[config.mk]
export PLATFORM = sky130hd
export DESIGN_NAME = tcw_timer
export DESIGN_NICKNAME = d
export VERILOG_FILES = /design/src/hw/tcw_unused_guard.sv /design/src/hw/tcw_pkg.sv /design/src/hw/tcw_timer.sv
export SDC_FILE = /design/constraint.sdc
export NUM_CORES = 2
export LEC_CHECK = 0
export ABC_AREA = 1
export BUFFER_PORTS_ARGS = -buffer_cell sky130_fd_sc_hd__buf_2
export CORE_UTILIZATION = 40
export DETAILED_ROUTE_END_ITERATION = 10
export PLACE_DENSITY = 0.6
export SLEW_MARGIN = 20
export SYNTH_ARGS = -nofsm -noshare
export SYNTH_HDL_FRONTEND = slang
export SYNTH_SLANG_ARGS = --single-unit
[constraint.sdc]
create_clock -name I_REF_CLK -period 19.49 [get_ports I_REF_CLK]
set_clock_uncertainty 0.1 [all_clocks]
set_input_delay 2.9235 -clock I_REF_CLK [delete_from_list [all_inputs] [get_ports I_REF_CLK]]
set_output_delay 2.9235 -clock I_REF_CLK [all_outputs]
set_load 0.05 [all_outputs]
[src/hw/tcw_unused_guard.sv]
`timescale 1ns/1ps
`default_nettype none
`default_nettype wire

[src/hw/tcw_pkg.sv]
package tcw_pkg;
	localparam int ADR_W = 8;
	localparam int NCH = 4;
	localparam int PORT_W = 8;
	localparam logic [7:0] A_CTRL = 8'h00;
	localparam logic [7:0] A_PER = 8'h04;
	localparam logic [7:0] A_CNT = 8'h08;
	localparam logic [7:0] A_CC0 = 8'h0C;
	localparam logic [7:0] CC_STEP = 8'h04;
	localparam logic [7:0] A_STAT = 8'h1C;
	localparam logic [7:0] A_AWX = 8'h20;
	localparam logic [7:0] A_DT = 8'h24;
	localparam logic [7:0] A_OVR = 8'h28;
	localparam logic [7:0] A_HRF = 8'h2C;
	localparam int S_OVF = 0;
	localparam int S_ERR = 1;
	localparam int S_CC = 2;
	localparam int S_HUNF = 6;
	localparam int S_FAULT = 7;
	localparam logic [1:0] NC_LAST = 2'h3;
	typedef enum logic [2:0] {CK_OFF = 3'h0, CK_D1 = 3'h1, CK_D2 = 3'h2, CK_D4 = 3'h3,
		CK_D8 = 3'h4, CK_D64 = 3'h5, CK_D256 = 3'h6, CK_EV = 3'h7} tcw_clk_type;
	localparam logic [7:0] DIV_MASK [8] = '{8'h00, 8'h00, 8'h01, 8'h03, 8'h07, 8'h3F, 8'hFF, 8'h00};
	typedef enum logic [1:0] {WG_NORMAL = 2'h0, WG_FREQ = 2'h1, WG_SINGLE = 2'h2, WG_DUAL = 2'h3} tcw_wgm_type;
	typedef enum logic [1:0] {CAP_INPUT = 2'h0, CAP_FREQ = 2'h1, CAP_PW = 2'h2, CAP_RSVD = 2'h3} tcw_cap_type;
	typedef enum logic [1:0] {HR_OFF = 2'h0, HR_X4 = 2'h1, HR_X8 = 2'h2, HR_RSVD = 2'h3} tcw_hr_type;
	typedef struct packed {
		logic [3:0] spare;
		logic [1:0] rst_ch;
		logic rst_en;
		logic nc_en;
		tcw_hr_type hires;
		logic [3:0] cc_en;
		logic qdec;
		logic [1:0] dir_ch;
		logic dir_ev;
		logic [1:0] cap_ch;
		tcw_cap_type cap_kind;
		logic split;
		logic cap_mode;
		logic down;
		tcw_wgm_type wgm;
		logic [1:0] clk_ch;
		tcw_clk_type clksel;
	} tcw_ctrl_type;
	typedef struct packed {
		logic [19:0] spare;
		logic [3:0] fault_mask;
		logic fault_en;
		logic pat_wga;
		logic halt_dt;
		logic pat_en;
		logic [3:0] dti_en;
	} tcw_awx_type;
	typedef struct packed {
		logic [15:0] spare;
		logic [7:0] hs;
		logic [7:0] ls;
	} tcw_dt_type;
	typedef struct packed {
		logic [7:0] spare;
		logic [7:0] port_val;
		logic [7:0] pat;
		logic [7:0] en;
	} tcw_ovr_type;
	typedef struct packed {
		logic [NCH-1:0] sync1;
		logic [NCH-1:0] sync2;
		logic [NCH-1:0] evd;
		logic [NCH-1:0] evf;
		logic [NCH-1:0][1:0] nc;
		logic [NCH-1:0] capl;
		logic [1:0] qprev;
		logic [7:0] pre;
		logic [15:0] cnt;
		logic dual_dn;
		logic ftog;
		logic [2:0] phase;
		logic [15:0] per;
		logic [15:0] per_buf;
		logic [NCH-1:0][15:0] cc;
		logic [NCH-1:0][15:0] cc_buf;
		tcw_ctrl_type ctrl;
		tcw_awx_type awx;
		tcw_dt_type dt;
		tcw_dt_type dt_buf;
		tcw_ovr_type ovr;
		logic [7:0] pat_buf;
		logic [NCH-1:0][2:0] hrf;
		logic [7:0] stat;
		logic [NCH-1:0] wg;
		logic [NCH-1:0] wgh;
		logic [NCH-1:0] wgd;
		logic [NCH-1:0][7:0] dtc;
		logic [NCH-1:0] ls;
		logic [NCH-1:0] hs;
		logic [PORT_W-1:0] port;
		logic ev_ovf;
		logic ev_err;
		logic ev_hunf;
		logic [NCH-1:0] ev_cc;
		logic [31:0] rdat;
		logic ack;
	} tcw_state_type;
	localparam tcw_state_type ST_RESET = '0;

	function automatic logic [31:0] wmerge(input logic [31:0] old, input logic [31:0] dat, input logic [3:0] sel);
		logic [31:0] r;
		r = old;
		for (int b = 0; b < 4; b++) begin
			if (sel[b]) begin
				r[b*8 +: 8] = dat[b*8 +: 8];
			end
		end
		return r;
	endfunction
endpackage

[src/hw/tcw_timer.sv]
`timescale 1ns/1ps
`default_nettype none
module tcw_timer import tcw_pkg::*; #(
	parameter bit TYPE0 = 1'b1,
	parameter int NUM_CC = 4
) (
	input wire logic I_REF_CLK,
	input wire logic I_RST,
	input wire logic I_WB_CYC,
	input wire logic I_WB_STB,
	input wire logic I_WB_WE,
	input wire logic [ADR_W-1:0] I_WB_ADR,
	input wire logic [3:0] I_WB_SEL,
	input wire logic [31:0] I_WB_DAT,
	input wire logic [NCH-1:0] I_EVENT,
	output logic [31:0] O_WB_DAT,
	output logic O_WB_ACK,
	output logic [PORT_W-1:0] O_PORT,
	output logic O_OVF_EV,
	output logic O_ERR_EV,
	output logic O_HUNF_EV,
	output logic [NCH-1:0] O_CC_EV,
	output logic O_FAULT
);
	tcw_state_type s;
	tcw_state_type next_s;

	always_ff @(posedge I_REF_CLK or posedge I_RST) begin
		if (I_RST) begin
			s <= ST_RESET;
		end else begin
			s <= next_s;
		end
	end

	always_comb begin
		tcw_ctrl_type c;
		logic [NCH-1:0] ev;
		logic [NCH-1:0] rise;
		logic [NCH-1:0] lvl;
		logic [NCH-1:0] crise;
		logic [NCH-1:0] cfall;
		logic [7:0] flg;
		logic [31:0] wd;
		logic [31:0] rd;
		logic [15:0] top;
		logic [16:0] thr;
		logic [7:0] cadr;
		logic [7:0] wgp;
		logic [1:0] ch;
		logic tick;
		logic down;
		logic qdn;
		logic upd;
		logic capt;
		logic dbit;
		logic any_dt;
		logic awon;
		logic bus;
		c = s.ctrl;
		next_s = s;
		flg = '0;
		rd = '0;
		wd = '0;
		upd = 1'b0;
		any_dt = 1'b0;
		top = 16'h0000;
		thr = 17'h00000;
		cadr = 8'h00;
		wgp = 8'h00;
		ch = 2'h0;
		tick = 1'b0;
		down = 1'b0;
		qdn = 1'b0;
		capt = 1'b0;
		dbit = 1'b0;
		awon = 1'b0;
		ev = s.sync2;
		rise = ev & ~s.evd;
		lvl = c.nc_en ? s.evf : ev;
		crise = lvl & ~s.capl;
		cfall = ~lvl & s.capl;
		next_s.sync1 = I_EVENT;
		next_s.sync2 = s.sync1;
		next_s.evd = ev;
		next_s.capl = lvl;
		next_s.qprev = ev[1:0];
		next_s.pre = s.pre + 8'h01;
		next_s.ev_ovf = 1'b0;
		next_s.ev_err = 1'b0;
		next_s.ev_hunf = 1'b0;
		next_s.ev_cc = '0;
		bus = I_WB_CYC && I_WB_STB && !s.ack;
		next_s.ack = bus;

		// glitch filter: a level must hold four samples before capture logic sees it
		for (int i = 0; i < NCH; i++) begin
			if (ev[i] == s.evf[i]) begin
				next_s.nc[i] = '0;
			end else if (s.nc[i] == NC_LAST) begin
				next_s.evf[i] = ev[i];
				next_s.nc[i] = '0;
			end else begin
				next_s.nc[i] = s.nc[i] + 2'h1;
			end
		end

		// dead-time units; halting the count stretches the period but keeps duty exact
		for (int i = 0; i < NCH; i++) begin
			next_s.wgd[i] = s.wg[i];
			if (!s.awx.dti_en[i]) begin
				next_s.ls[i] = s.wg[i];
				next_s.hs[i] = ~s.wg[i];
				next_s.dtc[i] = '0;
			end else if (s.wg[i] != s.wgd[i]) begin
				next_s.ls[i] = 1'b0;
				next_s.hs[i] = 1'b0;
				next_s.dtc[i] = s.wg[i] ? s.dt.ls : s.dt.hs;
			end else if (s.dtc[i] != 8'h00) begin
				next_s.dtc[i] = s.dtc[i] - 8'h01;
				any_dt = 1'b1;
			end else begin
				next_s.ls[i] = s.wg[i];
				next_s.hs[i] = ~s.wg[i];
			end
		end

		qdn = ~(s.qprev[0] ^ ev[1]);
		unique case (c.clksel)
			CK_OFF: tick = 1'b0;
			CK_EV: tick = c.qdec ? (ev[1:0] != s.qprev) : rise[c.clk_ch];
			default: tick = (s.pre & DIV_MASK[c.clksel]) == DIV_MASK[c.clksel];
		endcase
		if (s.awx.halt_dt && any_dt) begin
			tick = 1'b0;
		end
		down = c.split | (c.qdec ? qdn : (c.dir_ev ? ev[c.dir_ch] : c.down));
		top = (c.wgm == WG_FREQ && !c.cap_mode) ? s.cc[0] : s.per;

		if (c.split) begin
			if (tick) begin
				if (s.cnt[7:0] == 8'h00) begin
					next_s.cnt[7:0] = s.per[7:0];
					upd = 1'b1;
				end else begin
					next_s.cnt[7:0] = s.cnt[7:0] - 8'h01;
				end
				if (s.cnt[15:8] == 8'h00) begin
					next_s.cnt[15:8] = s.per[15:8];
					flg[S_HUNF] = 1'b1;
				end else begin
					next_s.cnt[15:8] = s.cnt[15:8] - 8'h01;
				end
			end
		end else if (tick) begin
			if (c.wgm == WG_DUAL && !c.cap_mode) begin
				if (!s.dual_dn) begin
					if (s.cnt >= top) begin
						next_s.dual_dn = 1'b1;
						next_s.cnt = s.cnt - 16'h0001;
					end else begin
						next_s.cnt = s.cnt + 16'h0001;
					end
				end else if (s.cnt == 16'h0000) begin
					next_s.dual_dn = 1'b0;
					next_s.cnt = 16'h0001;
					upd = 1'b1;
				end else begin
					next_s.cnt = s.cnt - 16'h0001;
				end
			end else if (down) begin
				if (s.cnt == 16'h0000) begin
					next_s.cnt = top;
					upd = 1'b1;
				end else begin
					next_s.cnt = s.cnt - 16'h0001;
				end
			end else if (s.cnt >= top) begin
				next_s.cnt = 16'h0000;
				upd = 1'b1;
			end else begin
				next_s.cnt = s.cnt + 16'h0001;
			end
		end
		if (c.rst_en && rise[c.rst_ch]) begin
			next_s.cnt = c.split ? s.per : (down ? top : 16'h0000);
			next_s.dual_dn = 1'b0;
		end
		if (upd) begin
			flg[S_OVF] = 1'b1;
			next_s.ftog = ~s.ftog;
			next_s.phase = s.phase + 3'h1;
		end
		if (upd || c.clksel == CK_OFF) begin
			next_s.per = s.per_buf;
			next_s.dt = s.dt_buf;
			next_s.ovr.pat = s.pat_buf;
			if (!c.cap_mode) begin
				next_s.cc = s.cc_buf;
			end
		end

		for (int i = 0; i < NCH; i++) begin
			next_s.wg[i] = 1'b0;
			next_s.wgh[i] = 1'b0;
			if (i < NUM_CC && c.cc_en[i]) begin
				if (!c.cap_mode) begin
					if (c.split) begin
						next_s.wg[i] = s.cnt[7:0] < s.cc[i][7:0];
						next_s.wgh[i] = s.cnt[15:8] < s.cc[i][15:8];
						if (tick && s.cnt[7:0] == s.cc[i][7:0]) begin
							flg[S_CC + i] = 1'b1;
						end
					end else begin
						unique case (c.hires)
							HR_X4: dbit = s.phase[1:0] < s.hrf[i][1:0];
							HR_X8: dbit = s.phase < s.hrf[i];
							HR_OFF, HR_RSVD: dbit = 1'b0;
						endcase
						thr = {1'b0, s.cc[i]} + {16'h0000, dbit};
						unique case (c.wgm)
							WG_SINGLE, WG_DUAL: next_s.wg[i] = {1'b0, s.cnt} < thr;
							WG_FREQ: next_s.wg[i] = (i == 0) ? s.ftog : 1'b0;
							WG_NORMAL: next_s.wg[i] = 1'b0;
						endcase
						if (tick && s.cnt == s.cc[i]) begin
							flg[S_CC + i] = 1'b1;
						end
					end
				end else begin
					ch = c.cap_ch + 2'(i);
					capt = 1'b0;
					unique case (c.cap_kind)
						CAP_INPUT: capt = crise[ch];
						CAP_FREQ: begin
							capt = crise[ch];
							if (crise[ch]) begin
								next_s.cnt = 16'h0000;
							end
						end
						CAP_PW: begin
							capt = cfall[ch];
							if (crise[ch]) begin
								next_s.cnt = 16'h0000;
							end
						end
						CAP_RSVD: capt = 1'b0;
					endcase
					if (capt) begin
						// a capture overwritten while its channel flag is still set in stat (not yet cleared) is the error case
						flg[S_ERR] = flg[S_ERR] | s.stat[S_CC + i];
						flg[S_CC + i] = 1'b1;
						next_s.cc[i] = s.cnt;
					end
				end
			end
		end
		if (s.awx.fault_en && |(ev & s.awx.fault_mask)) begin
			flg[S_FAULT] = 1'b1;
		end

		awon = |s.awx.dti_en || s.awx.pat_en;
		wgp = c.split ? {s.wgh, s.wg} : {4'h0, s.wg};
		for (int j = 0; j < PORT_W; j++) begin
			if (!s.ovr.en[j]) begin
				next_s.port[j] = s.ovr.port_val[j];
			end else if (!awon) begin
				next_s.port[j] = wgp[j];
			end else if (s.stat[S_FAULT]) begin
				next_s.port[j] = 1'b0;
			end else if (s.awx.pat_en) begin
				next_s.port[j] = s.ovr.pat[j] & (!s.awx.pat_wga | s.wg[0]);
			end else begin
				next_s.port[j] = (j % 2 == 1) ? s.hs[j / 2] : s.ls[j / 2];
			end
		end

		if (bus) begin
			unique case (I_WB_ADR)
				A_CTRL: rd = s.ctrl;
				A_PER: rd = {16'h0000, s.per_buf};
				A_CNT: rd = {16'h0000, s.cnt};
				A_STAT: rd = {24'h000000, s.stat};
				A_AWX: rd = s.awx;
				A_DT: rd = s.dt_buf;
				A_OVR: rd = {s.ovr.spare, s.ovr.port_val, s.pat_buf, s.ovr.en};
				A_HRF: rd = {20'h00000, s.hrf};
				default: rd = '0;
			endcase
			for (int i = 0; i < NUM_CC; i++) begin
				cadr = A_CC0 + CC_STEP * 8'(i);
				if (I_WB_ADR == cadr) begin
					rd = {16'h0000, c.cap_mode ? s.cc[i] : s.cc_buf[i]};
				end
			end
			next_s.rdat = rd;
			if (I_WB_WE) begin
				wd = wmerge(rd, I_WB_DAT, I_WB_SEL);
				unique case (I_WB_ADR)
					A_CTRL: begin
						next_s.ctrl = tcw_ctrl_type'(wd);
						next_s.ctrl.spare = 4'h0;
						next_s.ctrl.split = wd[9] & TYPE0;
					end
					A_PER: next_s.per_buf = wd[15:0];
					A_CNT: next_s.cnt = wd[15:0];
					A_STAT: next_s.stat = s.stat & ~(I_WB_DAT[7:0] & {8{I_WB_SEL[0]}});
					A_AWX: begin
						next_s.awx = tcw_awx_type'(wd);
						next_s.awx.spare = 20'h00000;
					end
					A_DT: next_s.dt_buf = tcw_dt_type'({16'h0000, wd[15:0]});
					A_OVR: begin
						// the live pattern only changes at an update or while the clock is off (CK_OFF), from the buffer
						next_s.ovr.en = wd[7:0];
						next_s.pat_buf = wd[15:8];
						next_s.ovr.port_val = wd[23:16];
					end
					A_HRF: next_s.hrf = wd[11:0];
					default: next_s.rdat = rd;
				endcase
				for (int i = 0; i < NUM_CC; i++) begin
					cadr = A_CC0 + CC_STEP * 8'(i);
					if (I_WB_ADR == cadr) begin
						next_s.cc_buf[i] = wd[15:0];
					end
				end
			end
		end

		// hardware sets are applied after the software clear so a same-cycle event survives
		next_s.stat = next_s.stat | flg;
		next_s.ev_ovf = flg[S_OVF];
		next_s.ev_err = flg[S_ERR];
		next_s.ev_hunf = flg[S_HUNF];
		next_s.ev_cc = flg[S_CC +: NCH];
	end

	assign O_WB_DAT = s.rdat;
	assign O_WB_ACK = s.ack;
	assign O_PORT = s.port;
	assign O_OVF_EV = s.ev_ovf;
	assign O_ERR_EV = s.ev_err;
	assign O_HUNF_EV = s.ev_hunf;
	assign O_CC_EV = s.ev_cc;
	assign O_FAULT = s.stat[S_FAULT];
endmodule
`default_nettype wire

* After elaboration in Yosys (flattened, before gate mapping)
Memory sizes are Yosys's and may differ from the RTL's.
Cells that the tools add are included.
Widths: inputs -> output; s select.
** Storage, ports and cells
- Input bits :: 53
- Output and inout port bits :: 49
- Memories kept :: 1
- Bits in registers :: 443
- Memory bits (read-only) :: 64
** Operators by class
- Equality and inequality tests :: 52
- Order comparisons :: 29
- Bitwise gates (word level) :: 37
- Reduce and logical (&&, ||, !) cells :: 56
- Add/subtract/negate cells :: 21
- Multiplexer cells :: 295
** Memories
- (no name shown) :: words 8, width 8, read ports 1, clocked after memory_dff 0, write ports 0, line tcw_timer.sv:132 : default: tick = (s.pre & DIV_MASK[c.clksel]) == DIV_MASK[c.clksel];
** Operators by type and width (number)
- $mux 16 :: 46
- $pmux 28 s8 :: 1
- $mux 8 :: 27
- $mux 1 :: 176
- $mux 32 :: 4
- $mux 64 :: 2
- $add 16x1->17 :: 4
- $lt 16x17->1 :: 4
- $eq 16x16->1 :: 4
- $lt 8x8->1 :: 8
- $mux 17 :: 3
- $sub 8x1->8 const B :: 6
- $eq 8x8->1 :: 5
- $reduce_and 3->1 :: 11
- $eq 8x5->1 const B :: 4
- $eq 8x6->1 const B :: 4
- $reduce_bool 8->1 :: 4
- $pmux 1 s3 :: 9
- $and 8x8->8 :: 3
- $logic_not 8->1 :: 3
- $bmux 1 s2 :: 11
- $lt 2x3->1 const B :: 7
- $eq 2x2->1 const B :: 10
- $mux 2 :: 10
- other kinds (41) :: 124

* Depth between registers and ports, before layout
- Depth after elaboration :: 37
- Mapped depth :: 27
- Mapped depth without buffers :: 27

* Worst setup path before layout
Ideal clock, no wire load.
- Path type :: input port to flip-flop
- Start :: input I_WB_ADR[1]
- End :: register s[465] in the netlist's numbering
- Arrival :: 4.572 ns
- Required time :: 19.272 ns
- Stages on the path :: 11
- Setup time :: 0.118 ns
- Path slack :: 14.699 ns
- Cells stage by stage :: nor2_1 nand3_1 nor2_2 inv_2 nor2_1 inv_1 o211ai_1 buf_2 nor2_1 nand2_1 nand2_1
** RTL lines
- start: declaration :: line tcw_timer.sv:12 : input wire logic [ADR_W-1:0] I_WB_ADR,
- end signal: assignment :: line tcw_timer.sv:32 : s <= next_s;
- end: declaration :: line tcw_timer.sv:25 : tcw_state_type s;

* Final worst setup path
- Start :: input I_WB_ADR[1]
- End :: register s[270] in the netlist's numbering
** On the way
- Word-level cells in the longest chain between the ends :: 7
- Elaborated cells between the ends (all ways) :: 19
** Ends and longest elaborated chain
- $eq 8x6->1, or another cell as far along :: line tcw_timer.sv:279 : unique case (I_WB_ADR)
- $pmux 28 s8 :: line tcw_timer.sv:279
- $mux 32 (4 in a row) :: line tcw_timer.sv:292 : if (I_WB_ADR == cadr) begin
- $mux 8 :: line tcw_pkg.sv:111 : if (sel[b]) begin
Several ways; a longest one is shown, not always the timed one.
A chain may end at the register's enable or synchronous reset.

==> flow_summary_export.csv <==
group,metric,value,unit
outcome,status,"completed",
clock_tree,cts.path.max_buffers,3,
power_and_ir_drop,power.total,2.80,mW
critical_path,crit_slowest_cell,"nand4_1",
flow_run,maxCapViolations,0,
worst_hold_path,hold_class,"register to register",
power_and_ir_drop,p_leak,16.0,nW
power_and_ir_drop,p_per_area,87.6,mW/mm2
sta,max_freq,0.151,GHz
route,wire_per_inst,23.4,um
sta,maxSlewHeadroom,19.5,%
floorplanning,die_w,272,um
critical_path,required,19870,ps
logic_synthesis,synth_warnings,0,
cells_and_area,multi_input_area,0.0152,mm2
sta,layout_setup_ws,12880,ps
floorplanning,die_h,272,um
route,drc,0,
global_route,grt_pass1_vias,26300,
logic_synthesis,yosys.area.top_type_share,37.6,%
critical_path,rrSetupSlack,13360,ps
global_route,grt_use_total,31.2,%
logic_synthesis,synth-edff-count,0,
placed_design,pre_cts_ws,12540,ps
critical_path,crit_family,"simple AND/OR/NAND/NOR gates",
global_route,antenna_found_initial,3,
logic_synthesis,synth_top_cells_by_count,"nand2_1 (1137), inv_1 (470), dfrtp_1 (437)",
logic_synthesis,netlist_top_cells_area,"dfrtp_1 (38%), nand2_1 (15%), ha_1 (8.0%)",
critical_path,r2r_cells,16,
critical_path,path_class,"input pin to register",
route,drtIter0Drc,3597,
placed_design,place_inst,4918,
logic_synthesis,syn_avg_cell_area,7.22,um2
logic_synthesis,postSynth.asyncResetShare,100,%
clock_tree,holdBufCountCts,0,
route,vias,28600,
critical_path,r2r_end,"s[439]$_DFFE_PP0N_",
sta,hold_viol_final,0,
cells_and_area,fill_cells,7442,
clock_tree,cts_max_level,2,
worst_hold_path,min_to,"next_s[497]$_DFF_PP0_",
cells_and_area,drive_gt1_share,7.61,%
clock_tree,cts_sinks,437,
critical_path,cp_max_fo,14,
floorplanning,io_pins,102,
cells_and_area,finalNonFillerCells,5013,
floorplanning,row_count,98,
sta,fin_crit_sh,33.9,%
logic_synthesis,synth_seq_cells,437,
critical_path,setup.worst_path.end_class,"register",
sta,slew_violations,0,
route,totalWireLength,117,mm
global_route,grt_max_degree,147,
sta,setup_viol,0,
sta,worst_pin_slew,1200,ps
placed_design,placed_cell_area,0.0302,mm2
placed_design,port_buffers,93,
clock_tree,postCtsSetupRepairBufs,0,
critical_path,cp.arrival,7000,ps
logic_synthesis,yosysUniqueCellTypes,58,
floorplanning,dieArea,0.0738,mm2
cells_and_area,final_nets,4260,
clock_tree,cts_tree,"yes",
worst_hold_path,hold-path-cell-count,0,
logic_synthesis,ys.flop_type,"dfrtp_1",
route,detail-route-antenna-nets,0,
floorplanning,core-area,0.0717,mm2
critical_path,critical_path_buf_inv_count,3,
critical_path,cp-start-kind,"input pin",
clock_tree,cts_buffers,50,
logic_synthesis,yosys.cell_count.top_type,"nand2_1",
route,vias_per_cell,5.71,
clock_tree,cts_root_buffer,"clkbuf_16",
clock_tree,path_clk_slew,60,ps
global_route,overflow,0,
route,first_pass_iters,6,
cells_and_area,fin_util,44.6,%
power_and_ir_drop,ir_drop,0.0717,mV
sta,rsz0062_at_grt,"false",
logic_synthesis,synth_cells,4026,
floorplanning,initial_core_util,40.5,%
placed_design,gp_congestion,0.990,
global_route,grt_first_pass_wirelength,172,mm
logic_synthesis,ys_seq_area_share,37.6,%
logic_synthesis,synth_area_leader_cell,"dfrtp_1",
cells_and_area,final_cell_area,0.0320,mm2
clock_tree,cts_resized,0,
sta,hold-worst-slack,242,ps
critical_path,r2r_start,"s[262]$_DFFE_PP0P_",
sta,fin_tns_setup,0,ps
sta,layout_min_cycle_time,6610,ps
cells_and_area,area.growth.synth_to_final,9.90,%
critical_path,worst_path_largest_cell_delay,940,ps
worst_hold_path,worstHoldStart,"next_s[501]$_DFF_PP0_",
placed_design,dp_hpwl,80.9,mm
cells_and_area,seq_area,0.0109,mm2
logic_synthesis,synth_area,0.0291,mm2
clock_tree,clk_latency,630,ps
critical_path,crit_chain,"buf_2, nor2_1, nand3_1, inv_1, nand2_1, inv_1, nand2_1, o21ai_0, a21oi_1, o2111ai_1, a21oi_1, nand4_1, nand3_1, o21ai_0",
## where the power goes
part           switching [mW]  internal [mW]  leakage [nW]  total (mW)
Sequential             0.0782          0.999          5.45        1.08
Combinational           0.471          0.248          9.70       0.720
Clock                   0.423          0.579         0.835        1.00
## worst max-delay path by stage
stage	startpoint	to	slack, ps	cells past startpoint
after floorplan	I_RST	O_CC_EV[0]$_DFF_PP0_	4290	1
after global placement	I_WB_ADR[1]	s[269]$_DFFE_PP0P_	12530	14
after detailed placement	I_WB_ADR[1]	s[317]$_DFFE_PP0P_	12540	14
after CTS	I_WB_ADR[1]	s[119]$_DFFE_PP0P_	13170	12
after global routing	I_WB_ADR[0]	s[270]$_DFFE_PP0P_	12870	14
final	I_WB_ADR[1]	s[270]$_DFFE_PP0P_	12880	14
## sequential cells by signal, summed over array words and instances (netlist names), 4 cells and up
signal and cells:
next_s 12, O_WB_DAT 28, O_PORT 8, O_CC_EV 4, s 380
## kinds of logic (layout without fill, tap and decap cells)
| logic type | after synthesis | in the layout | synth area share (%) |
|---|---|---|---|
| AND/OR/NAND/NOR | 1839 | 1839 | 26.8 |
| AO/OA/AOI/OAI | 746 | 746 | 14.4 |
| buffers and inverters | 719 | 752 | 10.2 |
| flip-flops | 437 | 437 | 37.6 |
| adder cells (fa/ha/maj) | 185 | 185 | 7.96 |
| XOR/XNOR | 98 | 98 | 2.95 |
| other | 1 | 5 | 0.0129 |
| multiplexers | 1 | 1 | 0.0344 |
## layout make-up
| cell class | count | share of cell area (%) |
|---|---|---|
| Clock buffer | 76 | 4.63 |
| Clock inverter | 16 | 0.752 |
| Timing Repair Buffer | 160 | 3.10 |
| Inverter | 500 | 5.90 |
| Antenna cell | 1 | 0.00783 |
| Multi-Input combinational cell | 2873 | 47.7 |
| Sequential cell | 437 | 34.2 |
| Tap cell | 950 | 3.72 |
## cells in the final DEF (no fill, tap or decap), drive strengths merged, types with 2 or more instances in the layout
master / n
inv: 484
nor2: 235
nand3b: 4
o31ai: 16
conb: 4
a211oi: 11
xor2: 81
a21boi: 2
o41ai: 5
nand2: 1145
nand3: 261
a31oi: 11
or2: 15
bufinv: 4
nor3: 62
o21ai: 373
o2111ai: 10
dfrtp: 437
o211ai: 17
a311oi: 6
clkinv: 26
buf: 160
a22oi: 4
a21oi: 188
clkbuf: 76
o221ai: 6
nor4: 9
o22ai: 50
ha: 185
a221oi: 18
clkinvlp: 2
a41oi: 10
o21bai: 3
nand4: 106
o21a: 11
xnor2: 17
## per-layer routing
metal	vias up	wire, um	GRT usage, %
li1	13200	-	-
met1	13400	48100	42.8
met2	1670	48300	45.6
met3	357	13700	7.52
met4	6	7000	15.9
met5	-	39	0
## worst reg2reg max path, delay by kind of cell, from the launching register on
| kind | cells | cell delay (ps) |
|---|---|---|
| simple gates | 8 | 2530 |
| buf+inv | 3 | 1410 |
| compound gates | 4 | 1050 |
| flops | 1 | 500 |
| fa+ha+maj | 1 | 370 |
(Power assumes the default switching activity.)
